**config.mk**
```make
export PLATFORM = sky130hd
export DESIGN_NAME = emtx_misc
export DESIGN_NICKNAME = d
export VERILOG_FILES = /design/src/pkg/emtx_pkg.sv /design/src/rtl/emtx_delta.sv /design/src/rtl/emtx_misc.sv
export SDC_FILE = /design/constraint.sdc
export NUM_CORES = 1
export LEC_CHECK = 0
export ABC_CLOCK_PERIOD_IN_PS = 1600
export BUFFER_PORTS_ARGS = -buffer_cell sky130_fd_sc_hd__buf_2
export CAP_MARGIN = 10
export CORE_MARGIN = 1
export CORE_UTILIZATION = 35
export CTS_CLUSTER_DIAMETER = 150
export CTS_CLUSTER_SIZE = 24
export DETAILED_ROUTE_END_ITERATION = 8
export PLACE_DENSITY = 0.8
export SLEW_MARGIN = 20
export SYNTH_ARGS = -nofsm -noshare
export SYNTH_HDL_FRONTEND = slang
export SYNTH_SLANG_ARGS = --single-unit
```
**constraint.sdc**
```tcl
create_clock -name sys_clk -period 1.6 [get_ports sys_clk]
set_input_delay 0.32 -clock sys_clk [delete_from_list [all_inputs] [get_ports sys_clk]]
set_output_delay 0.32 -clock sys_clk [all_outputs]
set_load 0.1 [all_outputs]
```
**src/pkg/emtx_pkg.sv**
```systemverilog
package emtx_pkg;

    // Macro instruction field positions; bit 15 carries the most significant field bit.
    localparam int F_MSB = 15;
    localparam int F_LSB = 12;
    localparam int F1_MSB = 11;
    localparam int F1_LSB = 8;
    localparam int R_BIT = 7;

    localparam logic [3:0] F_ZERO = 4'h0;
    localparam logic [3:0] F1_SKIP_A = 4'h1;
    localparam logic [3:0] F1_SKIP_B = 4'h0;
    localparam logic [3:0] F1_SKIP_C = 4'h6;
    localparam logic [3:0] F1_SE_A = 4'h2;
    localparam logic [3:0] F1_SE_B = 4'h3;
    localparam logic [3:0] F1_ENH_A = 4'h4;
    localparam logic [3:0] F1_ENH_B = 4'h5;
    localparam logic [3:0] F1_INTER_REG = 4'h8;
    localparam logic [3:0] F1_INT = 4'he;

    localparam logic [15:0] DELTA_ALL_ONES = 16'hffff;
    localparam logic [15:0] DELTA_ZERO = 16'h0000;

    // Interrupt transform micro addresses.
    localparam logic [7:0] XT_MICRO_INT = 8'hbc;
    localparam logic [7:0] XT_MICRO_INT_GENUINE = 8'hbd;
    localparam logic [7:0] XT_MACRO_INT = 8'hbe;
    localparam logic [7:0] XT_MACRO_INT_GENUINE = 8'hbf;

    // APB register map, byte addresses.
    localparam logic [7:0] ADDR_CTRL = 8'h00;
    localparam logic [7:0] ADDR_STATUS = 8'h04;
    localparam int CTRL_PROTECT_BIT = 0;
    localparam int CTRL_STEP_BIT = 1;
    localparam int STAT_IE_BIT = 0;
    localparam int STAT_PRE_BIT = 1;
    localparam int STAT_CHI_BIT = 2;
    localparam int STAT_BLK_BIT = 3;
    localparam int STAT_PV_BIT = 4;
    localparam logic [1:0] CTRL_RESET = 2'h0;

    typedef enum logic [1:0] {
        EMTX_IE_IDLE = 2'b00,
        EMTX_IE_ARMED = 2'b01,
        EMTX_IE_WAIT_RNI = 2'b11,
        EMTX_IE_WAIT_INC = 2'b10
    } emtx_ie_e;

    // Processor operation events and levels, all on sys_clk.
    typedef struct packed {
        logic read_next_instruction_cycle;
        logic fetch_xt;
        logic pc_inc;
        logic go;
        logic t4;
        logic mem_done;
        logic preenable_set;
        logic ie_clear;
    } emtx_ops_s;

    // Interrupt detection request from the processor.
    typedef struct packed {
        logic detected;
        logic macro_sel;
        logic inhibit_pending;
        logic false_int;
    } emtx_int_s;

    typedef struct packed {
        logic [1:0] ctrl;
        logic pready;
        logic pslverr;
        logic [31:0] prdata;
        logic [15:0] delta;
        logic delta_en;
        logic fetch_d;
        logic mem_done_d;
        logic prev_prot;
        logic pv_pulse;
        logic pv_sticky;
        emtx_ie_e ie_st;
        logic pre_flag;
        logic ie_flag;
        logic ie_strobe;
        logic [7:0] xt_addr;
        logic xt_valid;
        logic dest_strobe;
        logic redirect;
        logic chi_flag;
        logic blk_n;
    } emtx_state_s;

    // Storage-reference or enhanced instruction: F is zero and it is not a skip.
    function automatic logic emtx_is_long(input logic [15:0] iw);
        logic [3:0] f1;
        f1 = iw[F1_MSB:F1_LSB];
        return (iw[F_MSB:F_LSB] == F_ZERO) && (f1 != F1_SKIP_A) && (f1 != F1_SKIP_B) && (f1 != F1_SKIP_C);
    endfunction

endpackage

```
**src/rtl/emtx_delta.sv**
```systemverilog
`timescale 1ns/1ps
module emtx_delta import emtx_pkg::*; (
    // Fetched macro instruction.
    input wire logic [15:0] instr,
    // Status mode qualifiers.
    input wire logic decimal_correct_flag,
    input wire logic file_output_select_flag,
    // Translated displacement.
    output logic [15:0] delta,
    output logic delta_en
);

    logic [3:0] f1;
    logic fzero;

    always_comb begin
        f1 = instr[F1_MSB:F1_LSB];
        fzero = instr[F_MSB:F_LSB] == F_ZERO;
        delta_en = !decimal_correct_flag && !file_output_select_flag && !(fzero && f1 == F1_INTER_REG); // RL6
        delta = {{8{instr[7]}}, instr[7:0]};
        if (!delta_en) begin
            delta = DELTA_ALL_ONES; // RL5
        end else if (fzero) begin
            if (f1 == F1_INT) begin
                delta = {7'h00, 1'b1, instr[7:0]}; // RL4
            end else if (f1 == F1_SKIP_A || f1 == F1_SKIP_B || f1 == F1_SKIP_C) begin
                delta = {12'h000, instr[3:0]}; // RL3
            end else if ((f1 == F1_ENH_A || f1 == F1_ENH_B) && !instr[R_BIT]) begin
                delta = DELTA_ZERO; // RL1
            end else if (f1[3] || f1 == F1_SE_A || f1 == F1_SE_B) begin
                delta = {{8{instr[7]}}, instr[7:0]}; // RL2
            end
        end
    end

endmodule

```
**src/rtl/emtx_misc.sv**
```systemverilog
//
// Contract
// [RL1] Enhanced F1 4/5, r zero: zero displacement.
// [RL2] F1 1xxx or 2/3: sign-extended low byte.
// [RL3] Skip instructions: low four bits, zero-filled.
// [RL4] Interrupt instructions: seven zeros, one, byte.
// [RL5] Inter-register instruction disables translator, all ones.
// [RL6] Translator enabled only with both flags clear.
// [RL7] Protected after nonprotected, or unprotected: violation. The code flags unprotected only with the protect switch set.
// [RL8] Unprotected miscellaneous with protect switch: violation.
// [RL9] Memory interface detects all other protect violations.
// [RL10] Interrupts activate one instruction after enable.
// [RL11] Firmware sets pre-enable when emulating enable.
// [RL12] Short follower: set strobe at next read.
// [RL13] Long follower: set at program-counter increment.
// [RL14] Enable flag set clears pre-enable flag.
// [RL15] Interrupt transform gives BC or BE.
// [RL16] Genuine non-inhibit interrupt gives BD or BF.
// [RL17] Destination strobed at T4, else read trailing edge.
// [RL18] Step mode fetch-transform clears clear-halt flag.
// [RL19] GO command sets the clear-halt flag.
// [RL20] Long instruction at fetch-transform drives block low.
// [RL21] Program-counter increment returns block high.
// [RL22] Master clear forces block signal high.
// [RL23] Master clear clears the pre-enable flag.
`timescale 1ns/1ps
module emtx_misc import emtx_pkg::*; (
    // Clock and reset.
    input wire logic sys_clk,
    input wire logic reset,
    // APB slave.
    input wire logic psel,
    input wire logic penable,
    input wire logic pwrite,
    input wire logic [7:0] paddr,
    input wire logic [31:0] pwdata,
    output logic [31:0] prdata,
    output logic pready,
    output logic pslverr,
    // Processor operations and fetched instruction.
    input wire emtx_ops_s ops,
    input wire logic [15:0] instr,
    input wire logic instr_protected,
    input wire logic misc_instr,
    input wire logic decimal_correct_flag,
    input wire logic file_output_select_flag,
    input wire emtx_int_s intr,
    // Displacement translator.
    output logic [15:0] delta_word,
    output logic delta_enable,
    // Protect checking.
    output logic protect_violation,
    // Interrupt enable sequencing.
    output logic interrupt_preenable_flag,
    output logic interrupt_enable_flag,
    output logic interrupt_enable_set_strobe,
    // Interrupt transform.
    output logic [7:0] interrupt_transform,
    output logic interrupt_transform_valid,
    // Destination strobe and halt control.
    output logic dest_strobe,
    output logic transform_strobe_redirect,
    output logic clear_halt_interrupt_flag,
    output logic halt_interrupt_block_n
);

    emtx_state_s st;
    emtx_state_s next_st;
    logic [15:0] xlat_delta;
    logic xlat_en;
    logic fetch_rise;
    logic apb_access;
    logic prot_sw;
    logic step_mode;
    logic pv_now;

    emtx_delta u_delta (
        .instr(instr),
        .decimal_correct_flag(decimal_correct_flag),
        .file_output_select_flag(file_output_select_flag),
        .delta(xlat_delta),
        .delta_en(xlat_en)
    );

    always_comb begin
        next_st = st;
        fetch_rise = ops.fetch_xt && !st.fetch_d;
        prot_sw = st.ctrl[CTRL_PROTECT_BIT];
        step_mode = st.ctrl[CTRL_STEP_BIT];
        apb_access = psel && penable && !st.pready;
        next_st.fetch_d = ops.fetch_xt;
        next_st.mem_done_d = ops.mem_done;

        // Displacement word is captured on every cycle from the translator.
        next_st.delta = xlat_delta; // RL1 RL2 RL3 RL4 RL5
        next_st.delta_en = xlat_en; // RL6

        // Protect checks are made as each instruction is transformed.
        pv_now = 1'b0;
        next_st.pv_pulse = 1'b0;
        if (fetch_rise) begin
            pv_now = (instr_protected && !st.prev_prot) || (!instr_protected && prot_sw); // RL7
            if (!instr_protected && misc_instr && prot_sw) begin
                pv_now = 1'b1; // RL8
            end
            next_st.prev_prot = instr_protected;
            next_st.pv_pulse = pv_now;
        end

        // Deferred interrupt enable.
        next_st.ie_strobe = 1'b0;
        case (st.ie_st)
            EMTX_IE_IDLE: begin
                if (ops.preenable_set) begin
                    next_st.ie_st = EMTX_IE_ARMED;
                end
            end
            EMTX_IE_ARMED: begin
                if (fetch_rise) begin
                    next_st.ie_st = emtx_is_long(instr) ? EMTX_IE_WAIT_INC : EMTX_IE_WAIT_RNI; // RL10
                end
            end
            EMTX_IE_WAIT_RNI: begin
                if (ops.read_next_instruction_cycle) begin
                    next_st.ie_strobe = 1'b1; // RL12
                    next_st.ie_st = EMTX_IE_IDLE;
                end
            end
            EMTX_IE_WAIT_INC: begin
                if (ops.pc_inc) begin
                    next_st.ie_strobe = 1'b1; // RL13
                    next_st.ie_st = EMTX_IE_IDLE;
                end
            end
            default: begin
                next_st.ie_st = EMTX_IE_IDLE;
            end
        endcase
        if (st.ie_strobe) begin
            next_st.pre_flag = 1'b0; // RL14
        end
        if (ops.preenable_set) begin
            next_st.pre_flag = 1'b1;
        end
        if (ops.ie_clear) begin
            next_st.ie_flag = 1'b0;
        end
        if (st.ie_strobe) begin
            next_st.ie_flag = 1'b1;
        end

        // Interrupt transform address.
        next_st.xt_valid = intr.detected;
        if (intr.detected) begin
            if (!intr.inhibit_pending && !intr.false_int) begin
                next_st.xt_addr = intr.macro_sel ? XT_MACRO_INT_GENUINE : XT_MICRO_INT_GENUINE; // RL16
            end else begin
                next_st.xt_addr = intr.macro_sel ? XT_MACRO_INT : XT_MICRO_INT; // RL15
            end
        end

        // Destination strobe moves from T4 to the read trailing edge during fetch-transform.
        next_st.redirect = ops.fetch_xt;
        if (ops.fetch_xt) begin
            next_st.dest_strobe = st.mem_done_d && !ops.mem_done; // RL17
        end else begin
            next_st.dest_strobe = ops.t4; // RL17
        end

        // Clear-halt flag and halt block.
        if (ops.go) begin
            next_st.chi_flag = 1'b1; // RL19
        end else if (fetch_rise && step_mode) begin
            next_st.chi_flag = 1'b0; // RL18
        end
        if (fetch_rise && emtx_is_long(instr)) begin
            next_st.blk_n = 1'b0; // RL20
        end else if (ops.pc_inc) begin
            next_st.blk_n = 1'b1; // RL21
        end

        // APB slave: one wait state, then a one-cycle ready.
        next_st.pready = apb_access;
        next_st.pslverr = 1'b0;
        next_st.prdata = 32'h0000_0000;
        if (st.pv_sticky || st.pv_pulse) begin
            next_st.pv_sticky = 1'b1;
        end
        if (apb_access) begin
            if (paddr == ADDR_CTRL) begin
                if (pwrite) begin
                    next_st.ctrl = pwdata[1:0];
                end else begin
                    next_st.prdata = {30'h0000_0000, st.ctrl};
                end
            end else if (paddr == ADDR_STATUS) begin
                if (pwrite) begin
                    // Write one to clear; a violation in the same cycle wins.
                    if (pwdata[STAT_PV_BIT] && !st.pv_pulse) begin
                        next_st.pv_sticky = 1'b0;
                    end
                end else begin
                    next_st.prdata = {25'h000_0000, st.ie_st, st.pv_sticky, st.blk_n,
                                      st.chi_flag, st.pre_flag, st.ie_flag};
                end
            end else begin
                next_st.pslverr = 1'b1;
            end
        end
    end

    always_ff @(posedge sys_clk or posedge reset) begin
        if (reset) begin
            st <= '0;
            st.ctrl <= CTRL_RESET;
            st.ie_st <= EMTX_IE_IDLE;
            st.pre_flag <= 1'b0; // RL23
            st.blk_n <= 1'b1; // RL22
            st.delta <= DELTA_ALL_ONES;
            st.prev_prot <= 1'b1;
        end else begin
            st <= next_st;
        end
    end

    assign prdata = st.prdata;
    assign pready = st.pready;
    assign pslverr = st.pslverr;
    assign delta_word = st.delta;
    assign delta_enable = st.delta_en;
    assign protect_violation = st.pv_pulse;
    assign interrupt_preenable_flag = st.pre_flag;
    assign interrupt_enable_flag = st.ie_flag;
    assign interrupt_enable_set_strobe = st.ie_strobe;
    assign interrupt_transform = st.xt_addr;
    assign interrupt_transform_valid = st.xt_valid;
    assign dest_strobe = st.dest_strobe;
    assign transform_strobe_redirect = st.redirect;
    assign clear_halt_interrupt_flag = st.chi_flag;
    assign halt_interrupt_block_n = st.blk_n;
endmodule

```
## Yosys cells after proc, flatten, opt, wreduce, memory -nomap -nowiden

Cells that the tools add are included.

- Input bits: 77
- Register bits after elaboration: 75
- Output and inout bits: 68
- Logic and storage cells: 124

- Eq/ne operators: 16
- Reductions and logical operators: 47
- Muxes and demuxes: 41

Operators with widths:

| kind | count |
|---|---|
| $mux 16 | 5 |
| $mux 32 | 2 |
| $mux 33 | 1 |
| $mux 1 | 22 |
| $logic_and 1x1->1 | 19 |
| $mux 2 | 8 |
| $eq 4x3->1 const B | 3 |
| $logic_not 1->1 | 12 |
| $eq 4x4->1 const B | 2 |
| $eq 8x3->1 const B | 1 |
| $logic_not 4->1 | 2 |
| $logic_not 8->1 | 1 |
| $ne 2x2->1 const B | 4 |
| $pmux 2 s4 | 1 |
| $reduce_bool 2->1 | 4 |
| $mux 7 | 1 |
| $logic_or 1x1->1 | 5 |
| $eq 2x2->1 const B | 2 |
| $eq 4x1->1 const B | 1 |
| $ne 4x1->1 const B | 1 |
| $ne 4x3->1 const B | 1 |
| $reduce_and 4->1 | 1 |
| $reduce_bool 4->1 | 1 |
| $reduce_and 3->1 | 1 |
| other kinds (3) | 3 |

## Logic depth before layout (Yosys ltp)

- Word-level depth: 8
- Depth in mapped cells: 4
- Mapped depth without buffers: 4

## Cells and area by module

A second synthesis with hierarchy kept.

- Cell total of the unflattened synthesis: 201
- Area, all modules: 2,260.9 µm²

Modules (own cells, without submodules):

| module | cells each | area each (µm²) | times used | sequential area each (µm²) |
|---|---|---|---|---|
| emtx_misc | 162 | 1,984.4 | 1 | 1,148.6 |
| emtx_delta | 39 | 276.5 | 1 | 0.0 |

## Worst setup path before layout

OpenSTA, ideal clock, no wires.

- Kind: flip-flop to flip-flop
- From: register st (netlist bit pready)
- To: register st (netlist bit prot_sw)
- Required time: 1.475 ns
- Path slack: -0.212 ns
- Period minus slack after synthesis: 1.812 ns
- Cell stages (with the launch flop): 5
- Path buffers: 0
- Data arrival time: 1.688 ns
- Setup time: 0.125 ns
- Cell sequence: dfrtp_1 -> nand3b_1 -> inv_1 -> nand4_1 -> mux2_2

- Cells in the longest elaborated chain, start to end: 3

Ends and longest elaborated chain:

| item | RTL line | source |
|---|---|---|
| from (decl) | emtx_misc.sv:67 | `emtx_state_s st;` |
| from (signal assigned) | emtx_misc.sv:222 | `st <= next_st;` |
| $logic_not 1->1 | emtx_misc.sv:90 | `apb_access = psel && penable && !st.pready;` |
| $logic_and 1x1->1 | emtx_misc.sv:90 |  |
| via apb_access | emtx_misc.sv:72 | `logic apb_access;` |
| $reduce_and 3->1 (no line) | - |  |

The timed path passes the listed nets, and every way through them passes these cells.
A chain may end at the register's enable or synchronous reset.

==> metrics.txt <==
Startpoint Class=flop; most frequent cells after synthesis=buf_4, dfrtp_1, dfstp_2, inv_1, o21ai_0; Nets=328; DRT Pass-1 Iters=5; Fmax achieved=0.648 GHz; final hold viol count=0; Hold WS=0.0270 ns; # hold bufs at CTS=0; slew of the pin with the lowest slew margin=0.604 ns; post-synthesis cell count=184; count leader, synth=buf_4; Static Leak=1.23 nW; CP max FO=7; n_diodes=0; total die area=5950 um2; post-synth cell types=35; max-slew violation count=0; Vias/cell=4.28; critical path arrival=1.22 ns; 1st-iter DRT viols=27; GR Overflow Total=0; Mapped Area=1980 um2; Reg clk slew, reported paths=0.08 ns; num rows=26; global-route wire length before repair=5.78 mm; asr flop ratio synth=100%; min-delay worst type=input port to async pin; DR DRC count=0; CTS tree=done; largest net degree at the start of global routing=25; fraction of layout cells with a size suffix above 1=47.6%; Final setup violation count=0; period utilization=96.4%; Die Y=77.2 um; WL/cell=11.2 um; share of the synthesized area in the top cell type=34.2%; via count=1,377; total core area=5270 um2; average cell area after synthesis=10.7 um2; status=finished, final reports clean; Antenna Violating Nets Remaining=0; Final min period=1.54 ns; setup TNS=0 ns; CTS sink cnt=39; Clk Latency, worst-skew pair=0.28 ns; Starting Density=37.5%; Horiz. Die Dim=77.2 um; Seq/Total Area, Yosys=50.1%; post-DP HPWL=2.98 mm; Area Overhead vs Synth=23.4%; Yosys top cell by area=dfrtp_1; Synthesis Warnings=0; htree depth=2; IO Pins=145; Max-cap violations=0; root buffer cell=clkbuf_8; Fin Clk Skew=0.00384 ns; Main synth FF type=dfrtp_1; initial antenna violation count=0; number of global-route vias before repair=1,303; CP bufs+invs=1; RSZ-0062 raised after global routing=no; Synth Register Bits=39; WL final=3.62 mm; synth top area cells=dfrtp_1, buf_4, dfstp_2; Slowest-stage cell, CP=dfstp_4; crit-path cells=buf_12; Crit path largest cell delay=0.74 ns; maximum clock path buffer count=2; critical path class=flop to primary output; CP Data Required Time=1.28 ns; Top delay family on crit path=flip-flops; Fillers=506; Num CTS Buffers=5; maximum vdd drop=366 uV; crit path capture type=primary output; Post-synth EDFFs=0; GP Congestion=0.788; Slew HR=59.5%; Pwr per Cell Area=1110 nW/um2; total track usage=12.5%; Buffers on Ports=88
stage by stage:
stage	utilization (%)	instances	setup WS, ns	area (um2)	power [mW]
final	46.3	322	0.0575	2440	2.70
after global routing	46.3	322	0.0176	2440	2.82
after CTS	46.3	322	0.0413	2440	2.74
after detailed placement	44.6	314	-0.109	2350	2.09
after global placement	44.6	314	-0.0892	2350	2.07
after floorplan	-	209	0.0103	2070	1.96
path summary, 6_finish.rpt:
path,slack [ns],from,end,cells after the start
max,0.06,delta_word[14]$_DFF_PP1_,delta_word[15],1
min,0.03,reset,delta_enable$_DFF_PP0_,2
max reg2reg,0.22,pready$_DFF_PP0_,prdata[0]$_DFF_PP0_,3
min reg2reg,0.48,protect_violation$_DFF_PP0_,st[18]$_DFF_PP0_,1
max in group asynchronous,1.03,reset,st[20]$_DFFE_PP1P_,3
min in group sys_clk,0.15,ops[2],st[21]$_DFF_PP0_,1
cells in the final DEF, fill, tap and decap left out, types with 2 or more instances in the layout:
cell type and count:
nand2b_1 5, o21ai_0 9, and2_1 3, or3_1 2
mux2_2 5, a211oi_1 3, a21o_1 8, dfstp_2 11
buf_2 79, nand3b_1 2, or4_4 2, nor2_1 8
or2_2 2, buf_4 2, inv_1 10, and3_1 2
buf_12 10, clkbuf_8 5, nor4_1 4, a21oi_1 3
conb_1 26, dfrtp_1 26, mux2i_1 2, nor2b_1 3
where the power goes:
group / switching, mW / internal, mW
clock: 0.335 / 0.305
combinational: 0.779 / 0.171
sequential: 0.0498 / 1.06
total: 1.16 / 1.54
repair_timing:
item                       in CTS  in global routing
setup buffers                   0                  0
resized for setup               1                  0
setup endpoints to repair       1                  0
cell families (layout without fill, tap and decap cells):
| family | count (synthesis) | count (layout) | share of synthesized area, % |
|---|---|---|---|
| other | 1 | 26 | 0.190 |
| and+or+nand+nor | 40 | 40 | 12.3 |
| buffers and inverters | 67 | 110 | 23.4 |
| AOI/OAI and AO/OA | 29 | 29 | 9.75 |
| muxes | 7 | 7 | 3.86 |
| xor gates and xnor gates | 1 | 1 | 0.443 |
| DFF | 39 | 39 | 50.1 |
state kept, by name, summed over array words and instances, names as in the netlist:
register / cells
delta_word: 10
interrupt_enable_set_strobe: 1
prdata: 7
dest_strobe: 1
pslverr: 1
prot_sw: 1
transform_strobe_redirect: 1
pready: 1
interrupt_transform_valid: 1
interrupt_preenable_flag: 1
protect_violation: 1
halt_interrupt_block_n: 1
interrupt_transform: 3
clear_halt_interrupt_flag: 1
delta_enable: 1
interrupt_enable_flag: 1
st: 6
cell type report:
| type | count | area [um2] | share of cell area, % |
|---|---|---|---|
| Clock buffer | 6 | 72.6 | 2.98 |
| Inverter | 11 | 41.3 | 1.69 |
| Multi-Input combinational cell | 103 | 618 | 25.3 |
| Sequential cell | 39 | 996 | 40.8 |
| Tap cell | 70 | 87.6 | 3.59 |
| Timing Repair Buffer | 91 | 611 | 25.0 |
| Clock inverter | 2 | 12.5 | 0.513 |
layer usage:
layer	track usage, %	vias to the layer above	routed length (um)
met5	0	-	0
met4	4.34	0	44
met3	3.69	6	226
met2	21.5	63	1810
met1	14.7	636	1540
li1	-	672	-
Note: power is estimated with default switching activity, not from simulation.
